$ cat config.mk
export PLATFORM = sky130hd
export DESIGN_NAME = seq_branch_pulse
export DESIGN_NICKNAME = d
export VERILOG_FILES = /design/src/core/seq_branch_pkg.sv /design/src/core/seq_branch_pulse.sv
export SDC_FILE = /design/constraint.sdc
export NUM_CORES = 1
export LEC_CHECK = 0
export BUFFER_PORTS_ARGS = -buffer_cell sky130_fd_sc_hd__buf_2
export CAP_MARGIN = 20
export CORE_AREA = 2 2 125 127
export CTS_BUF_LIST = sky130_fd_sc_hd__clkbuf_16
export CTS_CLUSTER_DIAMETER = 200
export DETAILED_ROUTE_END_ITERATION = 7
export DIE_AREA = 0 0 127 129
export PLACE_DENSITY = 0.69
export SLEW_MARGIN = 20
export SYNTH_ARGS = -nofsm -noshare
export SYNTH_HDL_FRONTEND = slang
export SYNTH_SLANG_ARGS = --single-unit
$ cat constraint.sdc
create_clock -name clk_i -period 3.1 [get_ports clk_i]
set_input_delay 0.62 -clock clk_i [delete_from_list [all_inputs] [get_ports clk_i]]
set_output_delay 0.62 -clock clk_i [all_outputs]
set_load 0.02 [all_outputs]
$ cat src/core/seq_branch_pkg.sv
// Constants shared by the sequence branch and pulse counter block.
package seq_branch_pkg;
  localparam logic [7:0] OP_BR_GT = 8'h28;
  localparam logic [7:0] OP_BR_EQ = 8'h29;
  localparam logic [7:0] OP_BR_GE = 8'h2A;
  localparam logic [7:0] OP_BR_LE = 8'h2B;
  localparam logic [7:0] OP_ACC_CLR = 8'h2C;
  localparam logic [7:0] OP_ACC_CMP = 8'h2D;
  localparam logic [7:0] OP_ACC_DIR = 8'h2E;
  localparam int LOW_BYTE_LSB = 0;
  localparam int HIGH_BYTE_LSB = 8;
  localparam logic [7:0] DIR_DOWN_CODE = 8'h01;
  localparam logic [7:0] DIR_UP_CODE = 8'h00;
  localparam logic RST_DIR = 1'b0;
  localparam logic RST_SIGN = 1'b0;
  localparam logic RST_ZERO = 1'b0;
endpackage

$ cat src/core/seq_branch_pulse.sv
// Conditional branch opcodes and encoder pulse accumulator of the sequence interpreter.
`timescale 1ns/1ps

// Functional notes
// Every conditional branch takes its target sequence number from the low byte of the command value.
// Opcode 40 jumps to the target when the last compare found the parameter greater than the value.
// Opcode 41 jumps to the target when the last compare result was zero.
// Opcode 42 jumps to the target when the last compare found the parameter greater or equal.
// Opcode 43 jumps to the target when the last compare found the parameter less or equal.
// A branch whose condition fails advances the sequence counter by one.
// Opcode 44 clears the pulse accumulator to zero.
// Opcode 45 compares the accumulator with the register picked by the low byte and sets the condition code.
// Opcode 46 with low byte 1 makes each pulse decrement the accumulator.
// Opcode 46 with low byte 0 makes each pulse increment the accumulator.
// A compare subtracts the command value from the stored value and leaves the stored value alone; the code subtracts the register picked by the low byte.
// The command value splits into a high and a low byte, the low byte picking operand or target.
// The condition code holds sign and zero of the latest compare until the next compare.
// Each qualified pulse is counted once on the clock, in the direction the flag selects; the code drops a pulse that comes in the same cycle as opcode 44.
module seq_branch_pulse #(
  parameter int SEQ_W = 8,
  parameter int ACC_W = 16,
  parameter int NREG = 16
) (
  // Clock and reset.
  input wire logic clk_i,
  input wire logic rst_n_i,
  // Command issue from the sequence engine.
  input wire logic cmd_valid_i,
  input wire logic [7:0] cmd_op_i,
  input wire logic [15:0] cmd_value_i,
  input wire logic [SEQ_W-1:0] seq_i,
  // Compare register file, flattened.
  input wire logic [NREG*ACC_W-1:0] regs_i,
  // Encoder pulse, one cycle per qualified pulse.
  input wire logic pulse_i,
  // Results.
  output logic seq_load_o,
  output logic [SEQ_W-1:0] seq_next_o,
  output logic [ACC_W-1:0] acc_o,
  output logic dir_down_o,
  output logic cc_sign_o,
  output logic cc_zero_o
);
  // command value split.
  wire logic [7:0] low_byte = cmd_value_i[seq_branch_pkg::LOW_BYTE_LSB +: 8];
  wire logic [7:0] high_byte = cmd_value_i[seq_branch_pkg::HIGH_BYTE_LSB +: 8];

  wire logic is_gt = cmd_valid_i && cmd_op_i == seq_branch_pkg::OP_BR_GT;
  wire logic is_eq = cmd_valid_i && cmd_op_i == seq_branch_pkg::OP_BR_EQ;
  wire logic is_ge = cmd_valid_i && cmd_op_i == seq_branch_pkg::OP_BR_GE;
  wire logic is_le = cmd_valid_i && cmd_op_i == seq_branch_pkg::OP_BR_LE;
  wire logic is_clr = cmd_valid_i && cmd_op_i == seq_branch_pkg::OP_ACC_CLR;
  wire logic is_cmp = cmd_valid_i && cmd_op_i == seq_branch_pkg::OP_ACC_CMP;
  wire logic is_dir = cmd_valid_i && cmd_op_i == seq_branch_pkg::OP_ACC_DIR;
  wire logic is_branch = is_gt || is_eq || is_ge || is_le;

  logic [ACC_W-1:0] acc_reg;
  logic dir_reg;
  logic sign_reg;
  logic zero_reg;
  logic seq_load_reg;
  logic [SEQ_W-1:0] seq_next_reg;

  // greater means result positive and non-zero.
  wire logic take_gt = is_gt && !sign_reg && !zero_reg;
  // equal means zero result.
  wire logic take_eq = is_eq && zero_reg;
  // greater or equal means non-negative.
  wire logic take_ge = is_ge && !sign_reg;
  // less or equal means negative or zero.
  wire logic take_le = is_le && (sign_reg || zero_reg);
  wire logic take = take_gt || take_eq || take_ge || take_le;

  // target from low byte; R06: otherwise step by one.
  wire logic [SEQ_W-1:0] target = SEQ_W'(low_byte);
  wire logic [SEQ_W-1:0] seq_plus = seq_i + SEQ_W'(1);
  wire logic [SEQ_W-1:0] seq_next_next = take ? target : seq_plus;

  // operand register picked by the low byte; out-of-range picks zero.
  wire logic sel_ok = 32'(low_byte) < NREG;
  wire logic [ACC_W-1:0] sel_reg = sel_ok ? regs_i[32'(low_byte)*ACC_W +: ACC_W] : '0;
  // subtract the register value from the accumulator, keeping both unchanged.
  wire logic [ACC_W:0] diff = {1'b0, acc_reg} - {1'b0, sel_reg};
  wire logic sign_next = diff[ACC_W];
  wire logic zero_next = diff[ACC_W-1:0] == '0;

  // low byte 1 selects down; R10: low byte 0 selects up.
  wire logic dir_set = is_dir && (low_byte == seq_branch_pkg::DIR_DOWN_CODE
    || low_byte == seq_branch_pkg::DIR_UP_CODE);
  wire logic dir_next = dir_set ? (low_byte == seq_branch_pkg::DIR_DOWN_CODE) : dir_reg;

  // clear wins over a pulse in the same cycle; R09: down; R10: up.
  // one count per clocked pulse.
  wire logic [ACC_W-1:0] acc_next = is_clr ? '0 :
    !pulse_i ? acc_reg :
    dir_reg ? acc_reg - ACC_W'(1) : acc_reg + ACC_W'(1);

  always_ff @(posedge clk_i or negedge rst_n_i) begin
    if (!rst_n_i) begin
      acc_reg <= '0;
      dir_reg <= seq_branch_pkg::RST_DIR;
      sign_reg <= seq_branch_pkg::RST_SIGN;
      zero_reg <= seq_branch_pkg::RST_ZERO;
      seq_load_reg <= 1'b0;
      seq_next_reg <= '0;
    end else begin
      acc_reg <= acc_next;
      dir_reg <= dir_next;
      seq_load_reg <= is_branch;
      if (is_branch) begin
        seq_next_reg <= seq_next_next;
      end
      // condition code updated only by the compare; R13: held otherwise.
      if (is_cmp) begin
        sign_reg <= sign_next;
        zero_reg <= zero_next;
      end
    end
  end

  assign seq_load_o = seq_load_reg;
  assign seq_next_o = seq_next_reg;
  assign acc_o = acc_reg;
  assign dir_down_o = dir_reg;
  assign cc_sign_o = sign_reg;
  assign cc_zero_o = zero_reg;

  wire logic unused_high = ^high_byte;

  a_branch_target: assert property (@(posedge clk_i) disable iff (!rst_n_i)
    take |=> seq_load_o && seq_next_o == $past(target)) else $error("Taken branch lost its target.");
  a_gt_branch: assert property (@(posedge clk_i) disable iff (!rst_n_i)
    is_gt && !cc_sign_o && !cc_zero_o |=> seq_next_o == $past(target)) else $error("Greater branch not taken.");
  a_eq_branch: assert property (@(posedge clk_i) disable iff (!rst_n_i)
    is_eq && cc_zero_o |=> seq_next_o == $past(target)) else $error("Equal branch not taken.");
  a_ge_branch: assert property (@(posedge clk_i) disable iff (!rst_n_i)
    is_ge && !cc_sign_o |=> seq_next_o == $past(target)) else $error("Greater-equal branch not taken.");
  a_le_branch: assert property (@(posedge clk_i) disable iff (!rst_n_i)
    is_le && (cc_sign_o || cc_zero_o) |=> seq_next_o == $past(target)) else $error("Less-equal branch not taken.");
  a_fall_through: assert property (@(posedge clk_i) disable iff (!rst_n_i)
    is_branch && !take |=> seq_load_o && seq_next_o == $past(seq_i) + SEQ_W'(1))
    else $error("Failed branch did not step by one.");
  a_acc_clear: assert property (@(posedge clk_i) disable iff (!rst_n_i)
    is_clr |=> acc_o == '0) else $error("Accumulator not cleared.");
  a_cmp_sets_cc: assert property (@(posedge clk_i) disable iff (!rst_n_i)
    is_cmp |=> cc_zero_o == ($past(acc_o) == $past(sel_reg))) else $error("Compare zero flag wrong.");
  a_dir_down: assert property (@(posedge clk_i) disable iff (!rst_n_i)
    is_dir && low_byte == 8'h01 ##1 pulse_i && !is_clr |=> acc_o == $past(acc_o) - ACC_W'(1))
    else $error("Down count wrong.");
  a_dir_up: assert property (@(posedge clk_i) disable iff (!rst_n_i)
    is_dir && low_byte == 8'h00 ##1 pulse_i && !is_clr |=> acc_o == $past(acc_o) + ACC_W'(1))
    else $error("Up count wrong.");
  a_cc_hold: assert property (@(posedge clk_i) disable iff (!rst_n_i)
    !is_cmp |=> $stable(cc_sign_o) && $stable(cc_zero_o)) else $error("Condition code moved without compare.");
  a_high_byte_free: assert property (@(posedge clk_i) disable iff (!rst_n_i)
    take |=> seq_next_o[7:0] == $past(cmd_value_i[7:0])) else $error("Target not from low byte.");
endmodule // seq_branch_pulse

==> results by group, run 1 <==
Run status
  • Status: finished, violations left
  • Failing checks: setup timing

STA
  • Post-route setup TNS: -1.39 ns
  • Fin. Hold Viols: 0
  • Relative slew slack: 0.567
  • Max Clock Freq: 254 MHz
  • Final setup viols: 2
  • Final worst slack: -0.836 ns
  • Slew Limit Fails: 0
  • Clock skew: 0.00607 ns
  • Worst-Margin Slew: 0.649 ns
  • Min Tclk post-route: 3.94 ns
  • RSZ-0062 raised after global routing: true
  • Fin crit share: 1.27

Setup path
  • CP startpoint kind: input port
  • CP Max Fanout: 7
  • CP arrival: 4.12 ns
  • WS Path Type: input port to flop
  • Worst Path Required: 3.28 ns
  • CP Capture Type: flop

Place
  • DP Worst Slack: -1.26 ns
  • HPWL Detailed: 17400 um
  • # placed instances: 1001
  • Placed cell areas: 0.00704 mm2
  • Input/output buffers: 311
  • GP Congestion: 0.997

Final layout
  • Core Util, Final: 0.489
  • Layout Nets: 1146
  • Layout cells sized above 1: 0.610
  • Fin cells: 1010
  • Final instance area: 0.00732 mm2
  • Area growth syn-to-layout: 55.2%

Routing
  • Final ANT Viol Nets: 0
  • Via count: 5468
  • Iteration-0 DRC Markers: 316
  • Via/cell ratio: 5.41
  • Detailed-router iteration count before antenna repair: 5
  • Final wirelength: 19800 um
  • Residual DRC: 0
  • Wire per inst: 19.6 um

Synthesis
  • Sequential element share of the synthesized area: 0.149
  • Synth Flop Type: dfrtp_1
  • Asr flop ratio synth: 1.00
  • Library cells used by synthesis: 64
  • Post-synth top area cell: mux4_2
  • Top post-synthesis cells by area: mux4_2, dfrtp_1, ha_1
  • EDFF count, synth: 0
  • Yosys reg bits: 28
  • YS warnings: 0
  • Commonest cells in the synthesized netlist: mux4_2, nor2_1, nand2_1, ha_1, dfrtp_1
  • Most numerous cell in the Yosys netlist: mux4_2
  • Mapped Avg Cell Area: 10.5 um2
  • Synthesized cell area: 0.00471 mm2
  • Syn nets: 774
  • Post-synthesis cell count: 449
  • Share of the synthesized area in the top cell type: 0.377

Floorplanning
  • Core Box Area: 0.0150 mm2
  • Initial core utilization: 0.315
  • I/O pin cnt: 320
  • Die extent in x: 127 um
  • Die ar.: 0.0164 mm2
  • Die Y: 129 um
  • Row Count: 45

Clock network
  • CTS Hold Bufs: 0
  • Clock sinks: 28
  • CTS tree: yes
  • TritonCTS buffer count: 3
  • H-tree levels: 1
  • Clock slew seen by the registers of the worst setup and hold paths: 0.07 ns
  • Clock buffer depth: 2
  • Worst-Skew Late Latency: 0.27 ns
  • Root Driver: clkbuf_16

Global route
  • Largest net degree at the start of global routing: 29
  • First-pass GRT wire length: 29900 um
  • Total track usage: 0.236
  • Initial antenna violation count: 5
  • Vias in the first global route: 5479
  • Grt ovf: 0

Min path
  • Hold crit path type: input port to asynchronous set/reset pin

Flow run
  • Max_cap viols: 0

Power
  • Leakage power: 0.00360 uW
  • PwrDens: 391 mW/mm2
  • Peak supply drop: 216 uV
## critical path, cell delays in order
cell,delay (ns)
buf_12,0.11
buf_8,0.14
buf_4,0.13
mux4_2,0.49
mux4_2,0.48
nand2_1,0.09
ha_1,0.23
buf_4,0.15
nand2b_4,0.06
buf_4,0.12
a21oi_4,0.06
o31a_1,0.29
buf_4,0.17
o21a_1,0.16
nor2_1,0.10
xor2_1,0.29
o2111ai_2,0.18
o31ai_2,0.22
## sequential cells by signal, summed over array words and instances (netlist names)
signal,flops
cc_sign_o,1
acc_o,16
seq_load_o,1
cc_zero_o,1
seq_next_o,8
dir_down_o,1
## metal layers
layer	share of wire	global-route usage
met1	0.40	0.317
met4	0.010	0.0304
met3	0.085	0.0395
met2	0.50	0.413
met5	0	0
## where the power goes
group / total, uW / internal [uW] / switching, uW / leakage [uW]
combinational: 2040 / 1060 / 975 / 0.00319
sequential: 525 / 429 / 95.5 / 0.000369
clock: 300 / 173 / 127 / 0.0000385
total: 2860 / 1670 / 1200 / 0.00360
## timing repair
item | in CTS | in global routing
pin swaps | 9 | 1
setup buffers | 2 | 0
cloned | 1 | 0
resized for setup | 19 | 9
endpoints found under the setup margin | 2 | 2
endpoints found under the hold margin | 0 | 0
## cell families after synthesis
logic type      Yosys count  share of synthesized area
compound gates           95                      0.136
xor+xnor                 20                     0.0372
fa+ha+maj                33                     0.0908
buf+inv                  44                     0.0361
flops                    28                      0.149
mux                      98                      0.419
simple gates            131                      0.133
## path summary, 6_finish.rpt
path | start | end | slack [ns] | depth (start not counted)
setup reg to reg | acc_o[0] | cc_zero_o | 0.14 | 11
max in group asynchronous | rst_n_i | acc_o[1] | 2.30 | 1
hold reg to reg | seq_next_o[4] | seq_next_o[4] | 0.48 | 2
min in group clk_i | seq_next_o[4] | seq_next_o[4] | 0.48 | 2
setup / recovery | cmd_value_i[0] | cc_zero_o | -0.84 | 18
hold / removal | rst_n_i | seq_load_o | 0.37 | 1
## layout make-up
class,count,area (um2)
flip-flops and latches,28,701
clock buffers,3,75.1
multi-input cells,377,3990
inverters,19,71.3
clock inverters,1,3.75
repair buffers,392,2240
diodes,2,5.00
fillers,1475,7660
well taps,188,235
## through the flow
stage	power (uW)	hold slack [ns]
3_3_place_gp	2400	0.457
2_1_floorplan	1650	0.324
3_5_place_dp	2410	0.465
5_1_grt	3070	0.426
6_report	2860	0.367
4_1_cts	2800	0.405
## placed cells by master (no fill, tap or decap), types with 5 or more instances in the layout
| cell type | instances |
|---|---|
| nor3_1 | 10 |
| ha_1 | 28 |
| xor2_1 | 6 |
| buf_2 | 310 |
| xnor2_1 | 14 |
| nand3_1 | 6 |
| o21ai_0 | 20 |
| nand2b_1 | 9 |
| buf_4 | 73 |
| a21oi_1 | 20 |
| mux2i_1 | 16 |
| dfrtp_1 | 28 |
| nor2_1 | 46 |
| o21a_1 | 6 |
| inv_1 | 18 |
| nand2_1 | 35 |
| mux4_2 | 79 |
| buf_6 | 5 |
Note: power is estimated with default switching activity, not from simulation.
==> inputs of run 2 (changes only) <==
--- a/config.mk
+++ b/config.mk
@@ -5,14 +5,15 @@
 export SDC_FILE = /design/constraint.sdc
 export NUM_CORES = 1
 export LEC_CHECK = 0
+export ABC_AREA = 1
 export BUFFER_PORTS_ARGS = -buffer_cell sky130_fd_sc_hd__buf_2
 export CAP_MARGIN = 20
-export CORE_AREA = 2 2 125 127
+export CORE_AREA = 2 2 123 125
 export CTS_BUF_LIST = sky130_fd_sc_hd__clkbuf_16
 export CTS_CLUSTER_DIAMETER = 200
 export DETAILED_ROUTE_END_ITERATION = 7
-export DIE_AREA = 0 0 127 129
-export PLACE_DENSITY = 0.69
+export DIE_AREA = 0 0 125 127
+export PLACE_DENSITY = 0.76
 export SLEW_MARGIN = 20
 export SYNTH_ARGS = -nofsm -noshare
 export SYNTH_HDL_FRONTEND = slang
==> run 2 against run 1 <==
  * The run now ends clean
  * Non-clock buffer count shrank 14
  * Core utilization up 5.7 points
  * Largest power group unchanged
  * First-iteration DRC count is 86% higher
  * Sequential cell count unchanged
  * Sequential power fell by 2%
==> results by group, run 2 <==
Run status
  • Status: finished clean

Clock network
  • Clock buffer depth: 2
  • H-tree levels: 1
  • TritonCTS buffer count: 3
  • Worst-Skew Late Latency: 0.27 ns
  • Clock slew seen by the registers of the worst setup and hold paths: 0.07 ns
  • CTS tree: yes
  • Clock sinks: 28
  • CTS Hold Bufs: 0
  • Root Driver: clkbuf_16

STA
  • Min Tclk post-route: 2.94 ns
  • Fin. Hold Viols: 0
  • Fin crit share: 0.949
  • Post-route setup TNS: 0 ns
  • Final worst slack: 0.159 ns
  • Final setup viols: 0
  • Max Clock Freq: 340 MHz
  • Clock skew: 0.00438 ns
  • Slew Limit Fails: 0
  • Relative slew slack: 0.492
  • Worst-Margin Slew: 0.756 ns

Setup path
  • Crit-path leading delay family: simple AND/OR/NAND/NOR gates
  • CP max stage cell: ha_1
  • Crit-path cells: buf_8 > clkbuf_16 > buf_12 > nor2_1 > nor2_1 > o21ai_0 > o211ai_1 > nand3_1 > nand3_1 > nand2_1 > ha_1 > nand2_1 > nor2_2 > and2_1 > nand2_1 > a21oi_1 > o21ai_0 > nand2_1 > o21ai_0
  • CP Capture Type: flop
  • CP arrival: 3.07 ns
  • CP startpoint kind: input port
  • Worst Path Required: 3.23 ns
  • CP Max Fanout: 8
  • Reg2reg path depth: 10
  • Most Frequent Cell on Critical Path: nand2_1
  • R2r setup slk: 0.79 ns
  • WS Path Type: input port to flop
  • Bufs and invs on worst path: 3
  • Delay of the slowest critical-path stage: 0.35 ns
  • WP depth: 19

Routing
  • Final wirelength: 23900 um
  • Iteration-0 DRC Markers: 589
  • Final ANT Viol Nets: 0
  • Wire per inst: 16.2 um
  • Residual DRC: 0
  • Detailed-router iteration count before antenna repair: 5
  • Via/cell ratio: 5.36
  • Via count: 7901

Floorplanning
  • Die Y: 127 um
  • Core Box Area: 0.0144 mm2
  • Row Count: 44
  • Die ar.: 0.0159 mm2
  • I/O pin cnt: 320
  • Initial core utilization: 0.372
  • Die extent in x: 125 um

Synthesis
  • Syn nets: 1277
  • Post-synth top area cell: nor2_1
  • Post-synthesis cell count: 952
  • Synth Flop Type: dfrtp_1
  • Mapped Avg Cell Area: 5.63 um2
  • Sequential element share of the synthesized area: 0.131
  • Share of the synthesized area in the top cell type: 0.165
  • Commonest cells in the synthesized netlist: nor2_1, nand2_1, o21ai_0, inv_1, nand3_1
  • Yosys reg bits: 28
  • Top post-synthesis cells by area: nor2_1, nand2_1, dfrtp_1
  • Library cells used by synthesis: 44
  • YS warnings: 0
  • Synthesized cell area: 0.00536 mm2
  • Asr flop ratio synth: 1.00
  • EDFF count, synth: 0
  • Most numerous cell in the Yosys netlist: nor2_1

Place
  • DP Worst Slack: -0.219 ns
  • Placed cell areas: 0.00740 mm2
  • Input/output buffers: 311
  • GP Congestion: 0.971
  • # placed instances: 1453
  • HPWL Detailed: 19300 um

Global route
  • Largest net degree at the start of global routing: 56
  • Vias in the first global route: 7123
  • Initial antenna violation count: 8
  • Total track usage: 0.270
  • Grt ovf: 0
  • First-pass GRT wire length: 35400 um

Final layout
  • Commonest non-fill, non-tap cell in the layout: buf_2
  • Layout Nets: 1607
  • Layout cells sized above 1: 0.329
  • Max FFs per register: 16
  • Area growth syn-to-layout: 46.9%
  • Fin cells: 1473
  • Commonest non-fill, non-tap cells in the layout: buf_2, nor2_1, nand2_1
  • # fillers: 1474
  • Final instance area: 0.00787 mm2

Power
  • PwrDens: 346 mW/mm2
  • Leakage power: 0.00417 uW
  • Peak supply drop: 232 uV

Min path
  • Hold crit path type: input port to asynchronous set/reset pin

Flow run
  • Max_cap viols: 0
[run 2: cell types whose count changed after synthesis, sizes merged, moves of 16 or more]
cell	previous run	this run
buf	11	34
inv	19	70
mux2i	16	0
mux4	79	0
nand2	35	190
nand3	6	57
nor2	46	237
o211ai	2	40
o21ai	24	134
o32ai	1	32
[run 2: per-layer routing]
metal | part of all wire | vias up | GRT usage
li1 | - | 3905 | -
met1 | 0.41 | 3599 | 0.339
met2 | 0.48 | 343 | 0.477
met3 | 0.068 | 54 | 0.0285
met4 | 0.041 | 0 | 0.108
met5 | 0 | - | 0
[run 2: report_power, final]
group	switching, uW	leakage, uW	total, uW	internal [uW]
clock network	127	0.0000512	385	257
logic	1030	0.00377	1820	787
registers	92.6	0.000351	514	422
total	1250	0.00417	2720	1470
[run 2: kinds of logic (layout without fill, tap and decap cells)]
kind of cell | after synthesis | after routing | synth area share
adders and majority gates | 33 | 33 | 0.0798
other | 0 | 8 | 0
buffers and inverters | 124 | 453 | 0.106
and+or+nand+nor | 503 | 503 | 0.379
xor gates and xnor gates | 11 | 11 | 0.0180
AOI/OAI and AO/OA | 253 | 253 | 0.286
DFF | 28 | 28 | 0.131
[run 2: timing repair]
| action | CTS | global route |
|---|---|---|
| setup endpoints to repair | 0 | 2 |
| setup buffers | 0 | 3 |
| resized for setup | 0 | 43 |
[run 2: final timing paths]
path,startpoint,to
worst min-delay path,rst_n_i,acc_o[14]
min in group clk_i,seq_next_o[3],seq_next_o[3]
worst max-delay path,cmd_value_i[0],cc_sign_o
worst min register to register,seq_next_o[3],seq_next_o[3]
worst max register to register,dir_down_o,acc_o[13]
max in group asynchronous,rst_n_i,seq_next_o[4]
[run 2: metrics by stage]
step | utilization | hold WS (ns) | total power [uW]
2_1_floorplan | - | 0.324 | 1630
3_3_place_gp | 0.513 | 0.507 | 2220
3_5_place_dp | 0.513 | 0.511 | 2230
4_1_cts | 0.521 | 0.384 | 2630
5_1_grt | 0.546 | 0.418 | 3000
6_report | 0.546 | 0.361 | 2720
[run 2: area by class of cell]
| type | count | area [um2] | share of cell area |
|---|---|---|---|
| well taps | 184 | 230 | 0.0292 |
| multi-input cells | 800 | 4230 | 0.538 |
| flip-flops and latches | 28 | 701 | 0.0890 |
| clock inverters | 1 | 30.0 | 0.00381 |
| inverters | 71 | 272 | 0.0345 |
| clock buffers | 3 | 75.1 | 0.00953 |
| diodes | 8 | 20.0 | 0.00254 |
| repair buffers | 378 | 2310 | 0.294 |
